<file path="config.mk">
export PLATFORM = sky130hd
export DESIGN_NAME = kfm_mapper
export DESIGN_NICKNAME = d
export VERILOG_FILES = /design/src/hw/kfm_fifo.v /design/src/hw/kfm_mapper.v
export VERILOG_INCLUDE_DIRS = /design/src /design/src/hw
export SDC_FILE = /design/constraint.sdc
export NUM_CORES = 1
export LEC_CHECK = 0
export ABC_AREA = 1
export BUFFER_PORTS_ARGS = -buffer_cell sky130_fd_sc_hd__buf_2
export CORE_AREA = 5 5 159 161
export DETAILED_ROUTE_END_ITERATION = 8
export DIE_AREA = 0 0 164 166
export GPL_TIMING_DRIVEN = 0
export PLACE_DENSITY = 0.75
export SLEW_MARGIN = 10
export SYNTH_ARGS = -nofsm -noshare
export SYNTH_HDL_FRONTEND = slang
export SYNTH_SLANG_ARGS = --single-unit
</file>
<file path="constraint.sdc">
create_clock -name clk_sys_i -period 5.19 [get_ports clk_sys_i]
set_input_delay 0.7785 -clock clk_sys_i [delete_from_list [all_inputs] [get_ports clk_sys_i]]
set_output_delay 0.7785 -clock clk_sys_i [all_outputs]
set_load 0.05 [all_outputs]
</file>
<file path="src/hw/kfm_defs.vh">
`ifndef KFM_DEFS_VH
`define KFM_DEFS_VH
// ==========================================================
// Register offsets (byte addresses)
`define KFM_REG_CTRL 8'h00
`define KFM_REG_CFG 8'h04
`define KFM_REG_PAD 8'h08
`define KFM_REG_STATUS 8'h0c
`define KFM_REG_FRAMES 8'h10
// ==========================================================
// Control fields
`define KFM_CTRL_START 0
`define KFM_CTRL_ABORT 1
// ==========================================================
// Configuration fields and reset value
`define KFM_CFG_J_LSB 0
`define KFM_CFG_J_MSB 9
`define KFM_CFG_DBL 10
`define KFM_CFG_CT 11
`define KFM_CFG_FMT_LSB 12
`define KFM_CFG_FMT_MSB 14
`define KFM_CFG_R_LSB 16
`define KFM_CFG_R_MSB 24
`define KFM_CFG_RESET 32'h0000_0050
// ==========================================================
// Status fields
`define KFM_ST_BUSY 0
`define KFM_ST_SEG 1
`define KFM_ST_ERR 2
`define KFM_ST_IDX_LSB 16
// ==========================================================
// B-field formats
`define KFM_FMT_UNPROT 3'h0
`define KFM_FMT_MULTI 3'h1
`define KFM_FMT_ETYPE 3'h2
`define KFM_FMT_SINGLE 3'h3
`define KFM_FMT_ENCOD 3'h4
// ==========================================================
// Segment bit classes
`define KFM_CL_DISC 2'h0
`define KFM_CL_MASK 2'h1
`define KFM_CL_PASS 2'h2
// ==========================================================
// Field geometry
`define KFM_TAIL_BITS 11'h028
`define KFM_DBL_J 10'h320
`define KFM_SUB_LEN 7'h50
`define KFM_SUB_DATA 7'h40
`define KFM_SUB_DATA_B 11'h040
`define KFM_SUB_LEN_B 11'h050
`define KFM_SINGLE_DATA 11'h300
`endif

</file>
<file path="src/hw/kfm_fifo.v">
`timescale 1ns/100ps
`default_nettype none
// ==========================================================
// FIFO with a registered output stage
module kfm_fifo #(
    parameter WIDTH = 3,
    parameter DEPTH = 8,
    parameter AW = 3
) (
    input wire clk_sys_i,
    input wire nrst_i,
    input wire in_valid_i,
    output wire in_ready_o,
    input wire [WIDTH-1:0] in_data_i,
    output reg out_valid_o,
    input wire out_ready_i,
    output reg [WIDTH-1:0] out_data_o
);
    reg [WIDTH-1:0] mem [0:DEPTH-1];
    reg [AW-1:0] wr_ptr;
    reg [AW-1:0] rd_ptr;
    reg [AW:0] cnt;
    wire push;
    wire pop;

    // Full stops the writer, the output register drains the array
    assign in_ready_o = (cnt != DEPTH[AW:0]);
    assign push = in_valid_i && in_ready_o;
    assign pop = (cnt != {(AW+1){1'b0}}) && (!out_valid_o || out_ready_i);

    // Array write, no reset needed for storage
    always @(posedge clk_sys_i) begin
        if (push) begin
            mem[wr_ptr] <= in_data_i;
        end
    end

    // Pointers, level and output stage
    always @(posedge clk_sys_i or negedge nrst_i) begin
        if (!nrst_i) begin
            wr_ptr <= {AW{1'b0}};
            rd_ptr <= {AW{1'b0}};
            cnt <= {(AW+1){1'b0}};
            out_valid_o <= 1'b0;
            out_data_o <= {WIDTH{1'b0}};
        end else begin
            if (push) begin
                wr_ptr <= (wr_ptr == DEPTH[AW-1:0] - 1'b1) ? {AW{1'b0}} : wr_ptr + 1'b1;
            end
            if (pop) begin
                rd_ptr <= (rd_ptr == DEPTH[AW-1:0] - 1'b1) ? {AW{1'b0}} : rd_ptr + 1'b1;
                out_data_o <= mem[rd_ptr];
                out_valid_o <= 1'b1;
            end else if (out_ready_i) begin
                out_valid_o <= 1'b0;
            end
            if (push && !pop) begin
                cnt <= cnt + 1'b1;
            end else if (pop && !push) begin
                cnt <= cnt - 1'b1;
            end
        end
    end
endmodule // kfm_fifo
`default_nettype wire

</file>
<file path="src/hw/kfm_mapper.v">
// Our own choices: strobed register access and the placing of the registers.
`timescale 1ns/100ps
`default_nettype none
`include "kfm_defs.vh"
// ==========================================================
// Functional notes
// RULE_01: Half/long segments are 40+j bits each
// RULE_02: Control tail: segment 0..39 masks a8..a47
// RULE_03: Other tail: segment 0..39 consumed, dropped
// RULE_04: Unprotected: segment 40+i masks b(i)
// RULE_05: Multisubfield: 64 masked, 16 check unused
// RULE_06: j above 80: segment 120+ masks b80+
// RULE_07: E-type mux handled as multisubfield
// RULE_08: Padding passes clear, segment bits consumed
// RULE_09: Encoded: first j*r bits masked, rest dropped
// RULE_10: Half/long frame streams 80+2j bits
// RULE_11: Double slot segments are 840 bits
// RULE_12: Double unprotected: 800 bits masked
// RULE_13: Double single: 768 masked, 32 unused
// RULE_14: Double multi: ten 64/16 subfields
// RULE_15: Double encoded: first 800*r bits masked
// RULE_16: Double slot frame streams 1680 bits
// RULE_17: No segment bits for header, X-field
// RULE_18: Half/long subfield 64 data, 16 check
// RULE_19: Burst parameters loaded before frame start
module kfm_mapper #(
    parameter FIFO_DEPTH = 8,
    parameter FIFO_AW = 3
) (
    input wire clk_sys_i,
    input wire nrst_i,
    input wire [7:0] reg_addr_i,
    input wire [31:0] reg_wdata_i,
    input wire reg_wr_i,
    input wire reg_rd_i,
    output reg [31:0] reg_rdata_o,
    input wire ks_bit_i,
    input wire ks_valid_i,
    output reg ks_ready_o,
    input wire fld_bit_i,
    input wire fld_valid_i,
    output reg fld_ready_o,
    output wire out_valid_o,
    input wire out_ready_i,
    output wire out_bit_o,
    output wire out_tail_o,
    output wire out_seg_o,
    output reg busy_o
);
    // ==========================================================
    // Classification of one segment bit
    // Decides whether a segment bit masks a field bit, rides beside
    // a field bit that goes clear, or is consumed with no field bit.
    function [1:0] kfm_class;
        input [10:0] idx;
        input [6:0] sub;
        input dbl;
        input ct;
        input [2:0] fmt;
        input [9:0] j;
        input [9:0] pad;
        input [9:0] enc_n;
        reg [10:0] b;
        begin
            b = idx - `KFM_TAIL_BITS;
            kfm_class = `KFM_CL_DISC;
            if (idx < `KFM_TAIL_BITS) begin
                // Header and check bits never reach here at all
                kfm_class = ct ? `KFM_CL_MASK : `KFM_CL_DISC; // RULE_02 RULE_03 RULE_17
            end else begin
                case (fmt)
                    `KFM_FMT_UNPROT: begin
                        kfm_class = `KFM_CL_MASK; // RULE_04 RULE_12
                    end
                    `KFM_FMT_MULTI, `KFM_FMT_ETYPE: begin // RULE_07
                        if (dbl) begin
                            kfm_class = (sub < `KFM_SUB_DATA) ? `KFM_CL_MASK
                                                              : `KFM_CL_PASS; // RULE_14
                        end else if (b < `KFM_SUB_DATA_B) begin
                            kfm_class = `KFM_CL_MASK; // RULE_05 RULE_18
                        end else if (b < `KFM_SUB_LEN_B) begin
                            kfm_class = `KFM_CL_PASS; // RULE_05 RULE_18
                        end else if (b >= {1'b0, j - pad}) begin
                            kfm_class = `KFM_CL_PASS; // RULE_08
                        end else begin
                            kfm_class = `KFM_CL_MASK; // RULE_06
                        end
                    end
                    `KFM_FMT_SINGLE: begin
                        kfm_class = (b < `KFM_SINGLE_DATA) ? `KFM_CL_MASK
                                                           : `KFM_CL_PASS; // RULE_13
                    end
                    `KFM_FMT_ENCOD: begin
                        kfm_class = (b < {1'b0, enc_n}) ? `KFM_CL_MASK
                                                        : `KFM_CL_DISC; // RULE_09 RULE_15
                    end
                    default: begin
                        kfm_class = `KFM_CL_DISC;
                    end
                endcase
            end
        end
    endfunction

    // ==========================================================
    // Registers and state
    reg [31:0] cfg;
    reg [9:0] pad_len;
    reg [15:0] frames;
    reg cfg_err;
    reg [10:0] idx;
    reg [6:0] sub;
    reg seg;
    reg [1:0] cur_cls;
    reg ks_have;
    reg ks_r;
    reg fld_have;
    reg fld_r;
    reg [10:0] next_idx;
    reg [6:0] next_sub;
    reg next_seg;
    reg next_busy;
    reg [1:0] next_cls;
    reg next_ks_have;
    reg next_fld_have;
    reg [31:0] next_rdata;

    wire [9:0] cfg_j;
    wire cfg_dbl;
    wire cfg_ct;
    wire [2:0] cfg_fmt;
    wire [8:0] cfg_r;
    wire [9:0] j_eff;
    wire [10:0] seg_len;
    wire [18:0] enc_prod;
    wire [9:0] enc_n;
    wire cfg_bad;
    wire start_req;
    wire abort_req;
    wire need_fld;
    wire step;
    wire last_bit;
    wire fifo_ready;
    wire ks_take;
    wire fld_take;
    wire out_bit;

    // Configuration fields, latched copy is not kept: writes are blocked while busy
    assign cfg_j = cfg[`KFM_CFG_J_MSB:`KFM_CFG_J_LSB];
    assign cfg_dbl = cfg[`KFM_CFG_DBL];
    assign cfg_ct = cfg[`KFM_CFG_CT];
    assign cfg_fmt = cfg[`KFM_CFG_FMT_MSB:`KFM_CFG_FMT_LSB];
    assign cfg_r = cfg[`KFM_CFG_R_MSB:`KFM_CFG_R_LSB];

    // Segment length follows slot type
    assign j_eff = cfg_dbl ? `KFM_DBL_J : cfg_j; // RULE_11
    assign seg_len = {1'b0, j_eff} + `KFM_TAIL_BITS; // RULE_01 RULE_11

    // Codec ratio is a fraction in 1/256 steps, so j*r is truncated
    assign enc_prod = j_eff * cfg_r;
    assign enc_n = enc_prod[17:8];

    // Single subfield exists only on the double slot
    assign cfg_bad = (cfg_fmt > `KFM_FMT_ENCOD)
                     || (!cfg_dbl && cfg_fmt == `KFM_FMT_SINGLE)
                     || (!cfg_dbl && cfg_j == 10'h000);

    // Register strobes
    assign start_req = reg_wr_i && (reg_addr_i == `KFM_REG_CTRL)
                       && reg_wdata_i[`KFM_CTRL_START]; // RULE_19
    assign abort_req = reg_wr_i && (reg_addr_i == `KFM_REG_CTRL)
                       && reg_wdata_i[`KFM_CTRL_ABORT];

    // ==========================================================
    // Stepping one segment bit
    // A step needs the segment bit, and a field bit when the class asks
    // for one; the output FIFO stalls only those steps when full.
    assign need_fld = (cur_cls != `KFM_CL_DISC);
    assign step = busy_o && ks_have && (!need_fld || fld_have)
                  && (!need_fld || fifo_ready) && !abort_req;
    assign last_bit = (idx == seg_len - 11'h001);
    assign ks_take = ks_valid_i && ks_ready_o;
    assign fld_take = fld_valid_i && fld_ready_o;
    assign out_bit = (cur_cls == `KFM_CL_MASK) ? (fld_r ^ ks_r) : fld_r; // RULE_08

    // Next index, segment and class
    always @* begin
        next_idx = idx;
        next_sub = sub;
        next_seg = seg;
        next_busy = busy_o;
        next_cls = cur_cls;
        if (abort_req) begin
            next_busy = 1'b0;
        end else if (!busy_o && start_req && !cfg_bad) begin
            next_idx = 11'h000;
            next_sub = 7'h00;
            next_seg = 1'b0;
            next_busy = 1'b1;
            next_cls = kfm_class(11'h000, 7'h00, cfg_dbl, cfg_ct, cfg_fmt,
                                 j_eff, pad_len, enc_n);
        end else if (step) begin
            if (last_bit) begin
                // Second segment closes the frame: 80+2j or 1680 bits in all
                next_idx = 11'h000;
                next_sub = 7'h00;
                next_seg = ~seg; // RULE_10 RULE_16
                next_busy = ~seg;
            end else begin
                next_idx = idx + 11'h001;
                if (idx < `KFM_TAIL_BITS) begin
                    next_sub = 7'h00;
                end else begin
                    next_sub = (sub == `KFM_SUB_LEN - 7'h01) ? 7'h00 : sub + 7'h01;
                end
            end
            next_cls = kfm_class(next_idx, next_sub, cfg_dbl, cfg_ct, cfg_fmt,
                                 j_eff, pad_len, enc_n);
        end
    end

    // Holding flags for the two input streams
    always @* begin
        next_ks_have = ks_have ? !step : ks_take;
        next_fld_have = fld_have ? !(step && need_fld) : fld_take;
        if (abort_req) begin
            next_ks_have = 1'b0;
            next_fld_have = 1'b0;
        end
    end

    // ==========================================================
    // Sequencer registers
    // Readies are registered, so each stream moves at most one bit every
    // second cycle; this trades rate for flop-driven handshakes.
    always @(posedge clk_sys_i or negedge nrst_i) begin
        if (!nrst_i) begin
            idx <= 11'h000;
            sub <= 7'h00;
            seg <= 1'b0;
            busy_o <= 1'b0;
            cur_cls <= `KFM_CL_DISC;
            ks_have <= 1'b0;
            ks_r <= 1'b0;
            fld_have <= 1'b0;
            fld_r <= 1'b0;
            ks_ready_o <= 1'b0;
            fld_ready_o <= 1'b0;
        end else begin
            idx <= next_idx;
            sub <= next_sub;
            seg <= next_seg;
            busy_o <= next_busy;
            cur_cls <= next_cls;
            ks_have <= next_ks_have;
            fld_have <= next_fld_have;
            if (ks_take) begin
                ks_r <= ks_bit_i;
            end
            if (fld_take) begin
                fld_r <= fld_bit_i;
            end
            // Every segment bit is drawn, used or not
            ks_ready_o <= next_busy && !next_ks_have; // RULE_01 RULE_11
            // Field bits are drawn only where a tail or B-field bit exists
            fld_ready_o <= next_busy && !next_fld_have
                           && (next_cls != `KFM_CL_DISC); // RULE_17
        end
    end

    // ==========================================================
    // Register file
    always @(posedge clk_sys_i or negedge nrst_i) begin
        if (!nrst_i) begin
            cfg <= `KFM_CFG_RESET;
            pad_len <= 10'h000;
            frames <= 16'h0000;
            cfg_err <= 1'b0;
        end else begin
            // Burst parameters cannot change under a running frame
            if (reg_wr_i && !busy_o && reg_addr_i == `KFM_REG_CFG) begin
                cfg <= reg_wdata_i; // RULE_19
            end
            if (reg_wr_i && !busy_o && reg_addr_i == `KFM_REG_PAD) begin
                pad_len <= reg_wdata_i[9:0];
            end
            if (!busy_o && start_req) begin
                cfg_err <= cfg_bad;
            end
            if (step && last_bit && seg) begin
                frames <= frames + 16'h0001;
            end
        end
    end

    // Read data stands for one cycle only
    always @* begin
        next_rdata = 32'h0000_0000;
        if (reg_rd_i) begin
            case (reg_addr_i)
                `KFM_REG_CFG: begin
                    next_rdata = cfg;
                end
                `KFM_REG_PAD: begin
                    next_rdata = {22'h0, pad_len};
                end
                `KFM_REG_STATUS: begin
                    next_rdata = {5'h00, idx, 13'h0, cfg_err, seg, busy_o};
                end
                `KFM_REG_FRAMES: begin
                    next_rdata = {16'h0000, frames};
                end
                default: begin
                    next_rdata = 32'h0000_0000;
                end
            endcase
        end
    end

    always @(posedge clk_sys_i or negedge nrst_i) begin
        if (!nrst_i) begin
            reg_rdata_o <= 32'h0000_0000;
        end else begin
            reg_rdata_o <= next_rdata;
        end
    end

    // ==========================================================
    // Output FIFO: mapped bit, tail flag, segment number
    kfm_fifo #(
        .WIDTH(3),
        .DEPTH(FIFO_DEPTH),
        .AW(FIFO_AW)
    ) u_fifo (
        .clk_sys_i(clk_sys_i),
        .nrst_i(nrst_i),
        .in_valid_i(step && need_fld),
        .in_ready_o(fifo_ready),
        .in_data_i({seg, (idx < `KFM_TAIL_BITS), out_bit}),
        .out_valid_o(out_valid_o),
        .out_ready_i(out_ready_i),
        .out_data_o({out_seg_o, out_tail_o, out_bit_o})
    );
endmodule // kfm_mapper
`default_nettype wire

</file>
==> impl_metrics.csv <==
group,metric,value,unit
floorplanning,io_pins,88,
routing,drt_wl_total,30400,um
routing,vias_per_cell,5.33,
synthesis,synth_top_flop_cell,"dfrtp_1",
sta,skew,15.1,ps
floorplanning,die_w,164,um
clock_tree,insertion_delay,440,ps
worst_setup_path,path_common_cell,"nand2_1",
floorplanning,initial_core_util,0.460,
routing,vias,9613,
sta,finalSetupViolations,2,
power,p_seq_frac,0.261,
floorplanning,num_rows,57,
worst_setup_path,critPathKind,"reg -> reg",
routing,dr.pass1.iters,5,
power,switching_power,2.75,mW
finish,final_core_util,0.554,
global_route,grt_pass1_vias,9809,
routing,wl_per_cell,16.8,um
synthesis,synth_area,11000,um^2
floorplanning,die_height,166,um
clock_tree,htreeDepth,4,
routing,drt_first_iter_violations,858,
worst_setup_path,cp.buffers_inverters,7,
finish,drive_gt1_frac,0.184,
synthesis,synth_edf_count,24,
worst_setup_path,cp_top_family,"adder cells",
status,violations,"setup timing",
worst_setup_path,cp_slowest_cell,"dfrtp_1",
worst_setup_path,critPathCaptureType,"flip-flop",
status,outcome,"finished, violations left",
floorplanning,core,23800,um^2
sta,post-route-period-util,1.11,
synthesis,syn_inst,1325,
synthesis,synthArstFlopShare,0.847,
finish,fin_cells,1804,
sta,worstMarginPinSlew,1010,ps
power,leakagePower,6.70,nW
synthesis,yosys_warnings,0,
clock_tree,root_buffer,"clkbuf_16",
routing,drcViolationCount,0,
hold_path,hp-class,"in -> async",
worst_setup_path,cpPeakStageDelay,540,ps
synthesis,avgSynthCellArea,8.27,um^2
routing,ant_nets,0,
synthesis,syn-num-nets,1498,
synthesis,synth_cell_type_count,56,
finish,nFillCells,2158,
worst_setup_path,cp-start-kind,"flip-flop",
flow_run,maxCapViolCount,0,
global_route,grt_max_degree,86,
power,ir_drop,0.409,mV
clock_tree,cts_sinks,157,
power,intPower,3.19,mW
synthesis,yosys_register_bits,157,
global_route,grt_pass1_wl,50100,um
worst_setup_path,required,5570,ps
sta,rsz0062_at_grt,"true",
sta,fmax,173,MHz
sta,finalMaxSlewViolations,0,
global_route,grt_usage,0.232,
power,p_sw_frac,0.463,
power,clock_power_share,0.222,
power,finalPower,5.93,mW
synthesis,yosysTopAreaCellShare,0.299,
sta,fin_crit,5760,ps
sta,fin_ws,-574,ps
synthesis,seq_area_frac_synth,0.370,
synthesis,synthTopCellsByArea,"dfrtp_1 (30%), fa_1 (10%), nand2_1 (9.5%)",
worst_setup_path,arrival,6140,ps
clock_tree,tritoncts,"built",
clock_tree,clk_pin_slew_worst_paths,80,ps
finish,syn_to_final_growth,20.3,%
global_route,antenna_found_initial,0,
place,place_inst,1738,
clock_tree,numCtsBuffers,17,
clock_tree,cts.path.max_buffers,2,
finish,layout.nets,1640,
sta,hold_viol,0,
power,p_per_area,450,nW/um^2
global_route,overflow,0,
floorplanning,die_area,27200,um^2
place,portBuffers,87,
finish,stdcell_area,13200,um^2
place,post-dp-hpwl,22800,um
synthesis,yosys.area.top_type,"dfrtp_1",
worst_setup_path,crit_fanout,8,
finish,antenna_cells,0,
place,postPlaceCellArea,12000,um^2
power,p_comb_frac,0.517,
sta,finalSetupTns,-1040,ps
sta,maxSlewHeadroom,0.319,
place,gp_congestion,0.922,
[power groups by stage]
stage               registers [mW]  clock network, mW  logic (mW)
finish                        1.55               1.32        3.07
global route                  1.57               1.39        3.51
CTS                           1.54               1.33        2.86
detailed placement            1.56                  0        2.78
global placement              1.55                  0        2.70
floorplan                     1.57                  0        2.09
[cell type report]
cell class                 instances  area, um^2  share of cell area
clock inverter                    15         204              0.0155
timing repair buffer             125         792              0.0600
multi-input combinational        908        6240               0.473
inverter                         236         943              0.0715
clock buffer                      17         425              0.0322
sequential                       157        4050               0.307
buffer                            22         130             0.00986
tap                              324         405              0.0307
[kinds of logic after synthesis]
family	after synthesis	synth area share
AOI/OAI and AO/OA	171	0.0895
xor gates and xnor gates	56	0.0447
adders and majority gates	124	0.180
buffers and inverters	260	0.0930
DFF	157	0.370
muxes	8	0.00822
and+or+nand+nor	549	0.215
[cell usage after synthesis (4+ instances only)]
cell,n
fa_1,56
o211ai_1,6
a31oi_1,6
o22ai_1,21
clkbuf_1,20
clkinv_1,4
xnor2_1,11
nand3_1,39
nor4_1,7
nor3_1,13
nand2_2,9
xor2_1,45
inv_1,228
edfxtp_1,24
o21ai_0,48
a221oi_1,5
nor2_1,167
ha_1,68
o221ai_1,6
mux2_2,8
a21oi_1,66
nand2_1,278
nand4_1,11
dfrtp_1,131
[repair_timing]
| action | CTS | global route |
|---|---|---|
| cloned | 1 | 0 |
| setup buffers | 31 | 5 |
| pin swaps | 41 | 11 |
| hold buffers | 0 | 0 |
| setup endpoints to repair | 2 | 2 |
| resized for setup | 50 | 20 |
[layer usage]
metal,GRT usage,vias to the layer above,share of wire
met2,0.376,386,0.48
met3,0.0452,66,0.072
met1,0.311,4662,0.42
met5,0,-,0
met4,0.0813,0,0.032
li1,-,4499,-
[placed cells by master, fill, tap and decap left out, types with 4 or more instances in the layout]
cell       count
a21oi_1       60
a21oi_2        6
a221oi_1       5
a31oi_1        5
buf_2         86
buf_4         34
clkbuf_1      17
clkbuf_16     17
clkinv_8       8
dfrtp_1      131
edfxtp_1      24
fa_1          50
fa_2           6
ha_1          62
ha_4           6
inv_1        213
inv_2          9
inv_4          4
inv_6          4
inv_8          5
mux2_2         8
nand2_1      263
nand2_2       15
nand2_4        5
nand2_8        6
nand3_1       38
nand3_2        4
nand4_1       11
nor2_1       158
nor2_2         5
nor2_4         9
nor3_1        13
nor4_1         6
o211ai_1       6
o21ai_0       45
o221ai_1       6
o22ai_1       21
xnor2_1       10
xor2_1        45
[path summary, 6_finish.rpt]
path | startpoint | end | slack [ps] | cells after the start
max in group asynchronous | nrst_i | cfg[4] | 4100 | 2
hold reg to reg | u_fifo.out_data_o[2] | u_fifo.out_data_o[2] | 490 | 2
min in group clk_sys_i | u_fifo.out_data_o[2] | u_fifo.out_data_o[2] | 490 | 2
hold / removal | nrst_i | u_fifo.out_data_o[1] | 260 | 1
setup reg to reg | cfg[24] | fld_ready_o | -570 | 34
setup / recovery | cfg[24] | fld_ready_o | -570 | 34
[state kept, by name (all words and copies together), names as in the netlist, 2 cells and up]
signal	flops
u_fifo.out_data_o	3
u_fifo.rd_ptr	3
sub	7
u_fifo.mem	24
pad_len	10
u_fifo.cnt	4
reg_rdata_o	32
u_fifo.wr_ptr	3
cur_cls	2
cfg	32
frames	16
idx	11
[through the flow]
step           hold WS, ps  setup slack (ps)
2_1_floorplan          442              -100
3_3_place_gp           457              -822
3_5_place_dp           475              -879
4_1_cts                278              -521
5_1_grt                292              -957
6_report               262              -574
Power figures use the tool's default switching activity.
